`src/ldo_ctrl_pkg.sv`:
```
// constants, field layout and types for the regulator control register bank
// assumes one 20 MHz clock and synchronous active-high reset
package ldo_ctrl_pkg;

  // ==========================================================
  // register map
  localparam logic [7:0] LDO3_CONTROL_ADDR = 8'h6E;
  localparam logic [7:0] LDO4_CONTROL_ADDR = 8'h6F;
  localparam logic [7:0] LDO5_CONTROL_ADDR = 8'h70;
  localparam logic [7:0] LDO6_CONTROL_ADDR = 8'h71;
  localparam int LDO_COUNT = 4;
  localparam logic [7:0] UNMAPPED_READ = 8'h00;

  // serial bus device address, value is arbitrary
  localparam logic [6:0] DEVICE_ADDR = 7'h08;

  // ==========================================================
  // field positions and reset values
  localparam int VCODE_MSB = 3;
  localparam int VCODE_LSB = 0;
  localparam int OUTPUT_ON_BIT = 4;
  localparam int STANDBY_KEEP_BIT = 5;
  localparam int LOW_POWER_BIT = 6;
  localparam int TOP_BIT = 7;
  localparam logic [7:0] VCODE_DOC_DEFAULT = 8'h80;
  // only the field's own four bits of the printed default are loaded
  localparam logic [3:0] VCODE_RESET = VCODE_DOC_DEFAULT[3:0];
  localparam logic [7:0] CTRL_RESET = {4'h0, VCODE_RESET};

  // ==========================================================
  // set point scale in millivolts
  localparam logic [11:0] BASE_MV = 12'h708;
  localparam logic [11:0] STEP_MV = 12'h064;

  // ==========================================================
  // types
  typedef struct packed {
    logic top;
    logic low_power;
    logic standby_keep;
    logic output_on;
    logic [3:0] voltage_code;
  } ldo_ctrl_t;

  typedef enum logic [1:0] {LDO_OFF, LDO_ON, LDO_LOW_POWER} ldo_mode_t;

  typedef enum logic [3:0] {
    BUS_IDLE, BUS_ADDR, BUS_ACK_ADDR, BUS_PTR, BUS_ACK_PTR,
    BUS_WDATA, BUS_ACK_WR, BUS_RDATA, BUS_ACK_RD
  } bus_state_t;

  function automatic logic [11:0] ldo_millivolt(input logic [3:0] code);
    return BASE_MV + STEP_MV * {8'h00, code};
  endfunction

endpackage

```
`src/ldo_channel.sv`:
```
// one regulator: control register, output state and fault flag
// assumes overcurrent_i is already debounced and synchronous
`timescale 1ns/1ps
module ldo_channel
  import ldo_ctrl_pkg::*;
(
  input wire logic clock_i,
  input wire logic srst_i,
  input wire logic wr_en_i,
  input wire logic [7:0] wr_data_i,
  input wire logic standby_i,
  input wire logic short_shutdown_enable_i,
  input wire logic overcurrent_i,
  input wire logic fault_clear_i,
  output ldo_ctrl_t ctrl_o,
  output ldo_mode_t mode_o,
  output logic [11:0] millivolt_o,
  output logic fault_flag_o
);

  // ==========================================================
  // control register
  ldo_ctrl_t ctrl;
  ldo_ctrl_t next_ctrl;
  ldo_mode_t mode;
  logic [11:0] millivolt;
  logic fault_flag;
  wire logic short_trip;
  wire logic next_fault_flag;

  assign short_trip = short_shutdown_enable_i & overcurrent_i;

  always_comb begin
    next_ctrl = ctrl;
    if (wr_en_i) begin
      next_ctrl = ldo_ctrl_t'(wr_data_i);
    end
    next_ctrl.top = 1'b0;
    if (short_trip) begin
      next_ctrl.output_on = 1'b0;
    end
  end

  // overload always flags; a new event beats a clear
  assign next_fault_flag = overcurrent_i | (fault_flag & ~fault_clear_i);

  function automatic ldo_mode_t resolve(input ldo_ctrl_t c, input logic sb);
    if (!c.output_on) begin
      return LDO_OFF;
    end else if (!c.standby_keep || !sb) begin
      return c.low_power ? LDO_LOW_POWER : LDO_ON;
    end else begin
      return c.low_power ? LDO_LOW_POWER : LDO_OFF;
    end
  endfunction

  always_ff @(posedge clock_i) begin
    if (srst_i) begin
      ctrl <= CTRL_RESET;
      mode <= LDO_OFF;
      millivolt <= BASE_MV;
      fault_flag <= 1'b0;
    end else begin
      ctrl <= next_ctrl;
      mode <= resolve(next_ctrl, standby_i);
      millivolt <= ldo_millivolt(next_ctrl.voltage_code);
      fault_flag <= next_fault_flag;
    end
  end

  assign ctrl_o = ctrl;
  assign mode_o = mode;
  assign millivolt_o = millivolt;
  assign fault_flag_o = fault_flag;
endmodule

```
`src/ldo_control_registers.sv`:
```
// regulator control register bank for regulators three to six behind a
// two-wire serial slave (address byte, pointer byte, data bytes)
// assumes scl_i and sda_i are synchronous to clock_i and the overcurrent
// inputs come from a debounced detector
//
// Summary of operation
// - bits 3:0 of each control register hold a read-write voltage code.
// - bit 4 switches the regulator output, 0 off and 1 on.
// - bit 5 chooses whether the output stays on during standby.
// - bit 6 forces the regulator into low-power operation.
// - the four control registers sit at consecutive addresses 0x6E to 0x71.
// - the voltage code loads the four low bits of default 0x80, code 0000.
// - bits 4 to 7 read zero after reset.
// - with shutdown enabled an overcurrent switches that regulator off.
// - output state follows enable, low-power, standby-keep and standby.
// - overload clears the enable when shutdown is on and always flags it.
// - shutdown is off after reset, so overloads only current limit; here short_shutdown_enable_i is an input that reset does not set.
// - codes 0000 to 1111 give 1.80 V to 3.30 V in 0.10 V steps.
`timescale 1ns/1ps
module ldo_control_registers
  import ldo_ctrl_pkg::*;
(
  input wire logic clock_i,
  input wire logic srst_i,
  input wire logic scl_i,
  input wire logic sda_i,
  output logic sda_o,
  output logic sda_oe_o,
  input wire logic standby_i,
  input wire logic short_shutdown_enable_i,
  input wire logic [3:0] overcurrent_i,
  input wire logic [3:0] fault_clear_i,
  input wire logic [3:0] ldo_fault_mask_i,
  output ldo_mode_t ldo_mode_o [LDO_COUNT],
  output logic [11:0] ldo_millivolt_o [LDO_COUNT],
  output logic [3:0] ldo_fault_flag_o,
  output logic fault_pending_o
);

  // ==========================================================
  // bus line sampling
  bus_state_t state;
  bus_state_t next_state;
  logic scl_q;
  logic sda_q;
  logic [7:0] sh;
  logic [7:0] next_sh;
  logic [3:0] cnt;
  logic [3:0] next_cnt;
  logic [7:0] ptr;
  logic [7:0] next_ptr;
  logic rw;
  logic next_rw;
  logic sda_oe;
  logic next_oe;
  logic bus_wr;
  ldo_ctrl_t ctrl [LDO_COUNT];

  wire logic scl_rise;
  wire logic scl_fall;
  wire logic start_seen;
  wire logic stop_seen;
  wire logic hit;
  wire logic [7:0] offset;
  wire logic [1:0] idx;
  wire logic [7:0] rd_byte;

  assign scl_rise = scl_i & ~scl_q;
  assign scl_fall = ~scl_i & scl_q;
  assign start_seen = scl_i & scl_q & sda_q & ~sda_i;
  assign stop_seen = scl_i & scl_q & ~sda_q & sda_i;

  // ==========================================================
  // address decode
  assign hit = (ptr >= LDO3_CONTROL_ADDR) && (ptr <= LDO6_CONTROL_ADDR);
  assign offset = ptr - LDO3_CONTROL_ADDR;
  assign idx = offset[1:0];
  assign rd_byte = hit ? ctrl[idx] : UNMAPPED_READ;

  // ==========================================================
  // serial slave sequencer
  always_comb begin
    next_state = state;
    next_sh = sh;
    next_cnt = cnt;
    next_ptr = ptr;
    next_rw = rw;
    next_oe = sda_oe;
    bus_wr = 1'b0;
    if (start_seen) begin
      next_state = BUS_ADDR;
      next_cnt = 4'h0;
      next_oe = 1'b0;
    end else if (stop_seen) begin
      next_state = BUS_IDLE;
      next_oe = 1'b0;
    end else begin
      unique case (state)
        BUS_IDLE: begin
          next_oe = 1'b0;
        end
        BUS_ADDR, BUS_PTR, BUS_WDATA: begin
          if (scl_rise) begin
            next_sh = {sh[6:0], sda_i};
            next_cnt = cnt + 4'h1;
          end else if (scl_fall && cnt == 4'h8) begin
            next_cnt = 4'h0;
            next_oe = 1'b1;
            if (state == BUS_ADDR) begin
              if (sh[7:1] == DEVICE_ADDR) begin
                next_rw = sh[0];
                next_state = BUS_ACK_ADDR;
              end else begin
                next_oe = 1'b0;
                next_state = BUS_IDLE;
              end
            end else if (state == BUS_PTR) begin
              next_ptr = sh;
              next_state = BUS_ACK_PTR;
            end else begin
              bus_wr = 1'b1;
              next_ptr = ptr + 8'h01;
              next_state = BUS_ACK_WR;
            end
          end
        end
        BUS_ACK_ADDR: begin
          if (scl_fall) begin
            if (rw) begin
              next_sh = rd_byte;
              next_oe = ~rd_byte[7];
              next_state = BUS_RDATA;
            end else begin
              next_oe = 1'b0;
              next_state = BUS_PTR;
            end
          end
        end
        BUS_ACK_PTR, BUS_ACK_WR: begin
          if (scl_fall) begin
            next_oe = 1'b0;
            next_state = BUS_WDATA;
          end
        end
        BUS_RDATA: begin
          if (scl_fall) begin
            if (cnt == 4'h7) begin
              next_cnt = 4'h0;
              next_oe = 1'b0;
              next_ptr = ptr + 8'h01;
              next_state = BUS_ACK_RD;
            end else begin
              next_cnt = cnt + 4'h1;
              next_sh = {sh[6:0], 1'b0};
              next_oe = ~sh[6];
            end
          end
        end
        BUS_ACK_RD: begin
          if (scl_rise) begin
            next_sh = {sh[6:0], sda_i};
          end else if (scl_fall) begin
            if (!sh[0]) begin
              next_sh = rd_byte;
              next_oe = ~rd_byte[7];
              next_state = BUS_RDATA;
            end else begin
              next_state = BUS_IDLE;
            end
          end
        end
        default: begin
          next_state = BUS_IDLE;
          next_oe = 1'b0;
        end
      endcase
    end
  end

  always_ff @(posedge clock_i) begin
    if (srst_i) begin
      state <= BUS_IDLE;
      scl_q <= 1'b1;
      sda_q <= 1'b1;
      sh <= 8'h00;
      cnt <= 4'h0;
      ptr <= 8'h00;
      rw <= 1'b0;
      sda_oe <= 1'b0;
    end else begin
      state <= next_state;
      scl_q <= scl_i;
      sda_q <= sda_i;
      sh <= next_sh;
      cnt <= next_cnt;
      ptr <= next_ptr;
      rw <= next_rw;
      sda_oe <= next_oe;
    end
  end

  // open drain: only ever pulls low
  assign sda_o = 1'b0;
  assign sda_oe_o = sda_oe;

  // ==========================================================
  // regulator channels
  for (genvar i = 0; i < LDO_COUNT; i++) begin : g_ldo
    wire logic wr_sel;
    assign wr_sel = bus_wr && hit && (idx == 2'(i));
    ldo_channel u_ldo (
      .clock_i(clock_i),
      .srst_i(srst_i),
      .wr_en_i(wr_sel),
      .wr_data_i(sh),
      .standby_i(standby_i),
      .short_shutdown_enable_i(short_shutdown_enable_i),
      .overcurrent_i(overcurrent_i[i]),
      .fault_clear_i(fault_clear_i[i]),
      .ctrl_o(ctrl[i]),
      .mode_o(ldo_mode_o[i]),
      .millivolt_o(ldo_millivolt_o[i]),
      .fault_flag_o(ldo_fault_flag_o[i])
    );
  end

  // unmasked flags summarise into one level
  assign fault_pending_o = |(ldo_fault_flag_o & ~ldo_fault_mask_i);
endmodule

```
`config.mk`:
```
export PLATFORM = sky130hd
export DESIGN_NAME = ldo_control_registers
export DESIGN_NICKNAME = d
export VERILOG_FILES = /design/src/ldo_ctrl_pkg.sv /design/src/ldo_channel.sv /design/src/ldo_control_registers.sv
export SDC_FILE = /design/constraint.sdc
export NUM_CORES = 1
export LEC_CHECK = 0
export ABC_AREA = 0
export BUFFER_PORTS_ARGS = -buffer_cell sky130_fd_sc_hd__buf_2
export CAP_MARGIN = 30
export CORE_MARGIN = 3
export CORE_UTILIZATION = 53
export CTS_CLUSTER_SIZE = 10
export DETAILED_ROUTE_END_ITERATION = 8
export PLACE_DENSITY_LB_ADDON = 0.12
export SLEW_MARGIN = 10
export SYNTH_ARGS = -nofsm -noshare
export SYNTH_HDL_FRONTEND = slang
export SYNTH_HIERARCHICAL = 1
export SYNTH_SLANG_ARGS = --single-unit
export TNS_END_PERCENT = 50
```
`constraint.sdc`:
```
create_clock -name clock_i -period 3.8 [get_ports clock_i]
set_input_delay 0.19 -clock clock_i [delete_from_list [all_inputs] [get_ports clock_i]]
set_output_delay 0.19 -clock clock_i [all_outputs]
set_load 0.02 [all_outputs]
```
; Word-level counts from Yosys, hierarchy flattened
; Index checks and enable logic that the tools add are counted.
[totals]
ff_bits = 116
out_inout_bits = 63
word_cells = 249
[classes]
addsub = 7
mul = 4
magnitude_cmp = 3
eq_ne = 39
n_mux = 81
bitwise_logic = 40
reduce_logical = 37
[ops]
columns = cell, count
row1 = $mux 8, 17
row2 = $mux 4, 13
row3 = $add 11x11->12 const A, 4
row4 = $mul 5x4->9 const A, 4
row5 = $ne 4x4->1 const B, 8
row6 = $pmux 8 s4, 1
row7 = $mux 2, 14
row8 = $mux 7, 4
row9 = $reduce_and 9->1, 3
row10 = $ne 2x2->1 const B, 13
row11 = $mux 1, 25
row12 = $pmux 4 s6, 1
row13 = $eq 4x3->1 const B, 5
row14 = $not 1->1, 18
row15 = $bmux 8 s2, 1
row16 = $pmux 8 s2, 1
row17 = $reduce_and 8->1, 2
row18 = $and 1x1->1, 15
row19 = $ne 3x3->1 const B, 4
row20 = $reduce_or 2->1, 6
row21 = $reduce_and 10->1, 1
row22 = $add 8x1->8 const B, 1
row23 = $eq 4x2->1 const B, 2
row24 = $eq 4x4->1 const B, 2
row25 = other kinds (27), 46

; Longest topological paths before layout
; Gate-level depths: netlist of run 1.
[depth]
depth_word = 14
depth_mapped = 18
depth_no_buf = 16

; Hierarchy
; The synthesis of run 1 kept the hierarchy.
[by_module_without_submodules]
columns = mod, n_inst, cells_each, area_per_inst_um2, seq_area_each_um2
row1 = ldo_channel, 4, 94, 953.4, 380.4
row2 = ldo_control_registers, 1, 289, 2389.8, 560.5

; Least setup slack after synthesis of run 1
; OpenSTA, ideal clock, no wires.
[synth_timing]
path_kind = register to register
startpoint = reg ptr[0]
endpoint = reg g_ldo[1].u_ldo.millivolt[9]
setup_time_ns = 0.060
arrival_ns = 4.016
path_slack_ns = -0.276
path_stages_with_launch = 18
n_path_buf = 2
period_less_slack_ns = 4.076
cell_sequence = dfxtp_1 -> clkbuf_1 -> inv_1 -> ha_1 -> nor2_1 -> nor3_2 -> nor2_1 -> nor3_1 -> and2_1 -> buf_2 -> mux2_1 -> ha_1 -> ha_1 -> fa_1 -> xor2_2 -> a41oi_2 -> xor3_1 -> nand2b_1
[synth_rtl]
columns = element, line_no
row1 = "start, declared", ldo_control_registers.sv:50  ; logic [7:0] ptr;
row2 = "start signal, assigned", ldo_control_registers.sv:196  ; ptr <= next_ptr;
row3 = "end signal, assigned", ldo_channel.sv:66  ; millivolt <= ldo_millivolt(next_ctrl.voltage_code);
row4 = "end, declared", ldo_channel.sv:26  ; logic [11:0] millivolt;

==> results of run 1 <==
## metrics by stage
step	setup WS, ns	hold slack [ns]
final	0.0932	0.0642
after global routing	-0.0262	0.0715
after CTS	-0.00207	0.0587
after detailed placement	-0.0790	0.437
after global placement	-0.00739	0.414
after floorplan	0.0222	0.262
## critical path, delay by kind of cell, from the launching register on
| kind | cells | cell delay (ns) |
|---|---|---|
| buffers and inverters | 3 | 0.33 |
| AND/OR/NAND/NOR | 4 | 1.06 |
| flip-flops | 1 | 0.31 |
| AO/OA/AOI/OAI | 2 | 0.32 |
| multiplexers | 1 | 0.37 |
| adder cells (fa/ha/maj) | 4 | 1.23 |
## cell type report
type | instances | area, sq um | share of cell area, %
inverters | 42 | 158 | 2.13
clock inverters | 4 | 30.0 | 0.407
well taps | 140 | 175 | 2.37
clock buffers | 11 | 243 | 3.29
multi-input cells | 486 | 3910 | 52.9
flip-flops and latches | 104 | 2080 | 28.2
repair buffers | 128 | 787 | 10.7
## cell usage in the layout (no fill, tap or decap), drive strengths merged, types with 9 or more instances in the layout
| cell type | synthesis | final |
|---|---|---|
| dfxtp | 104 | 104 |
| a21oi | 37 | 37 |
| nor2b | 23 | 23 |
| inv | 42 | 43 |
| nand2 | 30 | 30 |
| ha | 46 | 46 |
| mux2 | 9 | 9 |
| xnor2 | 9 | 9 |
| nor2 | 74 | 74 |
| conb | 5 | 13 |
| xor2 | 17 | 17 |
| clkbuf | 11 | 11 |
| nand2b | 14 | 14 |
| nand3 | 13 | 13 |
| a211oi | 19 | 19 |
| mux2i | 29 | 29 |
| a31oi | 11 | 11 |
| buf | 30 | 128 |
| o21ai | 16 | 16 |
## kinds of logic (layout without fill, tap and decap cells)
family                   count (synthesis)  after routing  synth area share, %
buffers and inverters                   83            185                 6.47
AO/OA/AOI/OAI                          136            136                 16.2
AND/OR/NAND/NOR                        211            211                 18.0
other                                    5             13                0.303
adder cells (fa/ha/maj)                 50             50                 10.6
flip-flops                             104            104                 33.6
XOR/XNOR                                30             30                 5.69
multiplexers                            46             46                 9.22
## worst min path at each step
stage | to | cells past startpoint
after detailed placement | g_ldo[0].u_ldo/fault_flag_o | 3
final | g_ldo[2].u_ldo/fault_flag_o | 3
after CTS | g_ldo[2].u_ldo/fault_flag_o | 3
after global routing | g_ldo[0].u_ldo/fault_flag_o | 3
after global placement | g_ldo[3].u_ldo/fault_flag_o | 3
after floorplan | g_ldo[0].u_ldo/ctrl_o[0] | 1
## routing by layer
metal	vias up	GRT usage, %	wire, um
li1	2543	-	-
met1	2525	29.2	6550
met2	120	40.2	7430
met3	15	3.28	543
met4	0	8.71	224
met5	-	0	0
## power by group
group	switching [mW]	leakage [nW]	total, mW	internal [mW]
sequential	0.0213	0.840	1.12	1.10
combinational	0.0904	2.45	0.141	0.0507
clock	0.411	0.137	0.873	0.462
total	0.522	3.43	2.14	1.61
## registers in the layout (all words and copies together) (netlist names)
name / count
scl_q: 1
state: 4
g_ldo.u_ldo/ctrl_o: 28
sda_oe_o: 1
sda_q: 1
rw: 1
cnt: 4
g_ldo.u_ldo/fault_flag_o: 4
g_ldo.u_ldo/millivolt_o: 36
ptr: 8
g_ldo.u_ldo/mode_o: 8
sh: 8
## synthesized netlist by cell type, drive strengths merged, types with 5 or more instances
cell type | instances | area share (%)
a211o | 6 | 0.85
a211oi | 19 | 2.9
a21boi | 6 | 0.79
a21o | 7 | 0.85
a21oi | 37 | 3.0
a22oi | 8 | 0.97
a31oi | 11 | 1.1
and2 | 7 | 0.71
and3b | 7 | 0.99
buf | 30 | 3.3
clkbuf | 11 | 0.67
conb | 5 | 0.30
dfxtp | 104 | 34
ha | 46 | 9.3
inv | 42 | 2.5
mux2 | 9 | 1.6
mux2i | 29 | 4.7
mux4 | 8 | 2.9
nand2 | 30 | 1.8
nand2b | 14 | 1.4
nand3 | 13 | 1.0
nand4 | 5 | 0.50
nand4b | 6 | 0.85
nor2 | 74 | 4.5
nor2b | 23 | 2.3
nor3 | 8 | 0.89
nor4 | 5 | 0.50
o21ai | 16 | 1.3
or3 | 5 | 0.50
xnor2 | 9 | 1.3
xor2 | 17 | 2.9
## what timing repair did
item,CTS,global route
setup buffers,3,2
pin swaps,6,12
setup endpoints to repair,11,16
resized for setup,15,25
==> results.toml, run 1 <==
[sta]
fin_crit_sh_pct = 97.5
worst_pin_slew_ns = 0.903
max_freq_mhz = 270
finClkSkew_ns = 0.00682
slew_violations = 0
rsz0062_at_grt = "yes"
finalCriticalPeriod_ns = 3.71
relSlewSlack_pct = 39.1
timing.setup.tns_ns = 0
setup_violations = 0
hold_viol = 0

[finish]
stdcell_area_sq_mm = 0.00739
n_fill_cell = 929
syn2layout_area_growth_pct = 19.1
n_antenna_cell = 0
utilization_pct = 66.4
nNetsFinal = 839
layout.cells.non_filler = 915
drive_gt1_share_pct = 27.5

[grt]
grt_first_pass_wirelength_um = 24300
first_global_vias = 5092
grtUsageTotal_pct = 23.1
grt_max_degree = 53
gr-total-overflow = 0
antenna_found_initial = 0

[worst_setup_path]
slowest_delay_ns = 0.57
crit_arrival_ns = 3.98
worstSetupPathType = "reg -> reg"
r2r_start = "cnt[0]"
cp-endpoint = "g_ldo[0].u_ldo/millivolt_o[11]"
endpoint_kind = "flip-flop"
cp_max_fo = 5
reg2reg_depth = 14
r2r_end = "g_ldo[0].u_ldo/millivolt_o[11]"
rrSetupSlack_ns = 0.09
critPathLaunch = "cnt[0]"
required_ns = 4.07
cp-start-kind = "flip-flop"
path_cells = "inv_1 -> ha_1 -> nand3b_1 -> or3_4 -> nor3_4 -> and2_4 -> mux2_2 -> ha_1 -> ha_2 -> fa_2 -> a41oi_2 -> buf_4 -> buf_4 -> a31oi_1"
slowest_stage = "fa_2"

[clock_tree]
clkTransAtPathRegs_ns = 0.07
clock_latency_ns = 0.36
clock_path_buffers = 2
cts_buffers = 9
ctsHoldBuffers = 0
cts_tree = "yes"
cts_max_level = 3
ctsRootBufferMaster = "clkbuf_16"
cts.sinks = 104

[die]
num_rows = 38
die_area_sq_mm = 0.0130
ios = 81
die_h_um = 114
start_util_pct = 55.8
core_sq_mm = 0.0111
dieWidth_um = 114

[synth]
synth.distinct_cells = 65
seq_area_frac_synth_pct = 33.6
synth_edf_count = 0
syn_area_per_cell_sq_um = 9.33
async_reset_ff_share_pct = 0
ys_ff_latch = 104
syn_area_sq_mm = 0.00620
synthFlopType = "dfxtp_1"
syn_inst = 665
yosys_warnings = 6

[placement]
place_inst = 895
place_congestion = 0.940
placed_cell_area_sq_mm = 0.00692
hpwl_um = 10700
portBuffers = 71

[routing]
avgRoutedWirePerCell_um = 16.1
num_vias = 5203
routed_wl_um = 14700
drc_errors = 0
firstDrtPassIters = 7
ant_nets = 0
via_per_inst = 5.69
drtIter0Drc = 255

[worst_hold_path]
hold_start = "overcurrent_i[2]"
hp-class = "in -> reg"

[flow_run]
drv_cap = 0

[pwr]
p_total_mw = 2.14
leakage_nw = 3.43
peakVddDrop_v = 0.000217
pwr_density_cell_mw_per_mm2 = 289

[status]
status = "completed"
(Power assumes the default switching activity.)
==> run 2: changes to the inputs <==
REMOVE_ABC_BUFFERS = 1   (was default)
==> run 2 against run 1 <==
Effect of this change: first-iteration DRC count shrank 8.6%; die area unchanged; worst hold slack improved by 0.013 ns; clock skew barely moved; setup slack worse by 0.014 ns; core utilization rose by 2.9 points; clock power up 0.8%; non-clock buffer count up 31; wire length increased by 2.9%; clock-buffer cell count did not move; combinational power hardly changed; flip-flop and latch count stayed put; largest power group unchanged.
==> results.toml, run 2 (synthesis gave the netlist of run 1 again) <==
[worst_setup_path]
cp_max_fo = 4
r2r_start = "ptr[2]"
worstSetupPathType = "reg -> reg"
cp_top_family = "simple AND/OR/NAND/NOR gates"
critPathLaunch = "ptr[2]"
reg2reg_depth = 15
slowest_stage = "fa_2"
crit_cells = 15
critPathBufInv = 3
slowest_delay_ns = 0.42
cp-endpoint = "g_ldo[1].u_ldo/millivolt_o[10]"
rrSetupSlack_ns = 0.08
crit_arrival_ns = 3.99
cp-start-kind = "flip-flop"
endpoint_kind = "flip-flop"
path_cells = "or3_1 -> nor3_2 -> nor2_2 -> nor3_2 -> buf_4 -> and2_1 -> buf_4 -> mux2i_2 -> inv_1 -> ha_1 -> ha_2 -> fa_2 -> xor2_4 -> nor4_4 -> mux2i_1"
r2r_end = "g_ldo[1].u_ldo/millivolt_o[10]"
required_ns = 4.06

[worst_hold_path]
hp-class = "in -> reg"

[routing]
drc_errors = 0
firstDrtPassIters = 5
drtIter0Drc = 233
num_vias = 5309
routed_wl_um = 15200
via_per_inst = 5.61
avgRoutedWirePerCell_um = 16.0
ant_nets = 0

[sta]
slew_violations = 0
hold_viol = 0
max_freq_mhz = 269
finalCriticalPeriod_ns = 3.72
worst_pin_slew_ns = 0.749
relSlewSlack_pct = 49.6
setup_violations = 0
fin_crit_sh_pct = 97.9
rsz0062_at_grt = "yes"
timing.setup.tns_ns = 0
finClkSkew_ns = 0.00686

[pwr]
leakage_nw = 3.57
pwr_density_cell_mw_per_mm2 = 278
peakVddDrop_v = 0.000261
p_total_mw = 2.15

[finish]
mostFrequentLayoutCells = "102 x dfxtp_1, 86 x buf_4, 72 x nor2_1, 71 x buf_2, 40 x inv_1"
layout_commonest_cell = "dfxtp_1"
nNetsFinal = 870
largest_reg_flops = 36
n_antenna_cell = 0
syn2layout_area_growth_pct = 24.3
drive_gt1_share_pct = 31.8

[placement]
place_congestion = 0.906
portBuffers = 71
hpwl_um = 11000

[clock_tree]
cts.sinks = 104
cts_max_level = 3
clkTransAtPathRegs_ns = 0.07
ctsHoldBuffers = 0
clock_path_buffers = 2
clock_latency_ns = 0.34
cts_buffers = 9
ctsRootBufferMaster = "clkbuf_16"
cts_tree = "yes"

[die]
die_area_sq_mm = 0.0130
ios = 81
num_rows = 38
core_sq_mm = 0.0111
start_util_pct = 55.8
dieWidth_um = 114
die_h_um = 114

[grt]
first_global_vias = 5276
gr-total-overflow = 0
grt_first_pass_wirelength_um = 24900
grtUsageTotal_pct = 23.3
antenna_found_initial = 0
grt_max_degree = 44

[status]
status = "completed"

[flow_run]
drv_cap = 0
## run 2: changes by cell type in the layout (fill, tap and decap cells not counted), moves of 2 or more
| cell | delta |
|---|---|
| a31oi_4 | +2 |
| buf_4 | +30 |
| ha_1 | -5 |
| ha_2 | +2 |
| ha_4 | +3 |
| nor2_1 | -2 |
| nor2_2 | +2 |
| nor2b_1 | -2 |
| nor2b_2 | +2 |
## run 2: worst min-delay path by stage
stage,slack (ns),cells past startpoint,end,startpoint
finish,0.08,3,g_ldo[2].u_ldo/fault_flag_o,overcurrent_i[2]
global placement,0.42,3,g_ldo[2].u_ldo/fault_flag_o,overcurrent_i[2]
detailed placement,0.43,3,g_ldo[2].u_ldo/fault_flag_o,overcurrent_i[2]
CTS,0.07,3,g_ldo[2].u_ldo/fault_flag_o,overcurrent_i[2]
floorplan,0.25,1,sh[1],srst_i
global route,0.09,3,g_ldo[0].u_ldo/fault_flag_o,overcurrent_i[0]
## run 2: final cells by class
cell class / instances / area [sq um]
clock buffers: 11 / 253
clock inverters: 5 / 31.3
fillers: 866 / 3420
inverters: 42 / 158
multi-input cells: 486 / 3990
flip-flops and latches: 104 / 2080
well taps: 140 / 175
repair buffers: 159 / 1020
## run 2: repair_timing
item / CTS / global route
endpoints found under the hold margin: 0 / 0
setup buffers: 0 / 4
endpoints found under the setup margin: 10 / 16
gates resized for setup: 11 / 47
pin swaps: 1 / 16
## run 2: per-stage QoR
step	hold slack [ns]	std cells	worst slack, ns	area (sq um)	utilization [%]
5_1_grt	0.0925	947	-0.120	7710	69.3
3_5_place_dp	0.429	926	-0.131	7140	64.2
2_1_floorplan	0.255	632	-0.305	5990	-
4_1_cts	0.0692	942	-0.0176	7450	66.9
3_3_place_gp	0.422	926	-0.0534	7140	64.2
6_report	0.0774	947	0.0793	7710	69.3
## run 2: worst min-delay path: cells and delay by family
| family | cells | cell delay [ns] |
|---|---|---|
| AOI/OAI and AO/OA | 1 | 0.04 |
| and+or+nand+nor | 1 | 0.07 |
| buffers and inverters | 1 | 0.09 |
## run 2: power breakdown
| group | switching, mW | total, mW | internal, mW |
|---|---|---|---|
| combinational | 0.0901 | 0.143 | 0.0533 |
| clock | 0.402 | 0.880 | 0.478 |
| sequential | 0.0227 | 1.12 | 1.10 |
## run 2: routing by layer
| layer | routed length, um | GRT usage, % | vias up |
|---|---|---|---|
| li1 | - | - | 2597 |
| met4 | 276 | 8.00 | 0 |
| met5 | 0 | 0 | - |
| met3 | 629 | 3.17 | 23 |
| met1 | 6730 | 29.7 | 2548 |
| met2 | 7530 | 40.6 | 141 |
==> run 3: changes to the inputs <==
CORE_ASPECT_RATIO = 0.7   (was default)
==> run 3 against run 2 <==
Effect of this change: clock power is 9.8% higher; largest power group unchanged; largest cell class unchanged; wire length is 1.6% higher; power is 4.1% higher.
==> results.toml, run 3 (synthesis gave the netlist of run 1 again) <==
[status]
status = "completed"

[worst_setup_path]
required_ns = 4.09
reg2reg_depth = 15
endpoint_kind = "flip-flop"
rrSetupSlack_ns = 0.14
cp_max_fo = 5
slowest_delay_ns = 0.40
path_cells = "inv_1 -> ha_1 -> nand2b_1 -> or3_4 -> nor3_2 -> buf_4 -> and2_4 -> mux2_2 -> ha_1 -> ha_2 -> fa_2 -> xor2_2 -> a41oi_2 -> xor3_1 -> nand2b_1"
crit_arrival_ns = 3.95
slowest_stage = "fa_2"
worstSetupPathType = "reg -> reg"
cp-start-kind = "flip-flop"
r2r_end = "g_ldo[2].u_ldo/millivolt_o[9]"
r2r_start = "scl_q"

[grt]
first_global_vias = 5030
grt_max_degree = 43
grt_first_pass_wirelength_um = 24300
antenna_found_initial = 0
grtUsageTotal_pct = 23.1
gr-total-overflow = 0

[finish]
largest_reg_flops = 36
drive_gt1_share_pct = 29.6
n_fill_cell = 926
syn2layout_area_growth_pct = 21.8
layout.cells.non_filler = 947
layout_commonest_cell = "dfxtp_1"
mostFrequentLayoutCells = "103 x dfxtp_1, 75 x buf_4, 73 x nor2_1, 72 x buf_2, 43 x ha_1"
nNetsFinal = 858
n_antenna_cell = 0

[routing]
via_per_inst = 5.61
routed_wl_um = 15400
avgRoutedWirePerCell_um = 16.3
drc_errors = 0
firstDrtPassIters = 5
ant_nets = 0
drtIter0Drc = 413
num_vias = 5314

[sta]
slew_violations = 0
hold_viol = 0
timing.setup.tns_ns = 0
finClkSkew_ns = 0.00654
fin_crit_sh_pct = 96.4
setup_violations = 0
relSlewSlack_pct = 36.4
hold_slack_ns = 0.0726
rsz0062_at_grt = "yes"
worst_pin_slew_ns = 0.945
finalCriticalPeriod_ns = 3.66
max_freq_mhz = 273

[pwr]
peakVddDrop_v = 0.000233
pwr_density_cell_mw_per_mm2 = 296
leakage_nw = 3.51

[clock_tree]
clock_latency_ns = 0.35
cts.sinks = 104
ctsHoldBuffers = 0
clock_path_buffers = 2
ctsRootBufferMaster = "clkbuf_16"
cts_tree = "yes"
clkTransAtPathRegs_ns = 0.07
cts_max_level = 3
cts_buffers = 9

[placement]
portBuffers = 71
place_inst = 928
place_congestion = 0.927
hpwl_um = 11100

[die]
num_rows = 32
die_h_um = 96.5
ios = 81
core_sq_mm = 0.0112
start_util_pct = 55.3
dieWidth_um = 135
die_area_sq_mm = 0.0131

[worst_hold_path]
hold_path_end = "g_ldo[3].u_ldo/fault_flag_o"
min_path_cells = 3
hold_start = "overcurrent_i[3]"
hp-class = "in -> reg"

[flow_run]
drv_cap = 0
[run 3: critical path: cells and delay by family, from the launching register on]
| kind | cells | cell delay [ns] |
|---|---|---|
| AO/OA/AOI/OAI | 1 | 0.22 |
| XOR/XNOR | 2 | 0.44 |
| adder cells (fa/ha/maj) | 4 | 1.12 |
| buffers and inverters | 2 | 0.22 |
| flip-flops | 1 | 0.33 |
| multiplexers | 1 | 0.37 |
| AND/OR/NAND/NOR | 5 | 0.90 |
[run 3: how the worst max path moves through the flow]
stage                       from                             end  cells after the start
final                      scl_q   g_ldo[2].u_ldo/millivolt_o[9]                     15
after global placement     scl_q   g_ldo[2].u_ldo/millivolt_o[9]                     15
after global routing       scl_q  g_ldo[1].u_ldo/millivolt_o[10]                     14
after detailed placement   scl_q   g_ldo[0].u_ldo/millivolt_o[9]                     15
after floorplan           ptr[0]   g_ldo[1].u_ldo/millivolt_o[9]                     14
after CTS                  scl_q   g_ldo[3].u_ldo/millivolt_o[9]                     15
[run 3: metrics by stage]
step | total power, mW | util, % | worst slack, ns | instance area, sq um
finish | 2.23 | 67.4 | 0.136 | 7550
global route | 2.30 | 67.4 | -0.0509 | 7550
CTS | 2.25 | 66.1 | 0.0295 | 7410
detailed placement | 1.29 | 63.1 | -0.165 | 7080
global placement | 1.28 | 63.1 | -0.0884 | 7080
floorplan | 1.22 | - | -0.305 | 5990
[run 3: where the power goes]
group,internal [mW],total [mW],switching (mW)
combinational,0.0531,0.144,0.0914
clock,0.520,0.966,0.446
sequential,1.10,1.12,0.0243
total,1.67,2.23,0.562
[run 3: area by class of cell]
cell class	count	area (sq um)	share of cell area (%)
clock buffers	9	225	2.98
clock inverters	6	76.3	1.01
inverters	42	158	2.09
multi-input cells	486	3900	51.6
flip-flops and latches	104	2080	27.6
well taps	153	191	2.53
repair buffers	147	923	12.2
[run 3: per-layer routing]
metal / global-route usage [%] / up-vias / routed length [um]
met5: 0 / - / 0
met4: 5.79 / 0 / 164
met3: 4.87 / 19 / 920
met2: 38.0 / 181 / 6970
met1: 31.4 / 2540 / 7350
li1: - / 2574 / -
[run 3: what timing repair did]
item                                    CTS  global route
gates resized for setup                  15            29
pin swaps                                 1            14
buffers inserted                          1             2
endpoints found under the setup margin   16            15
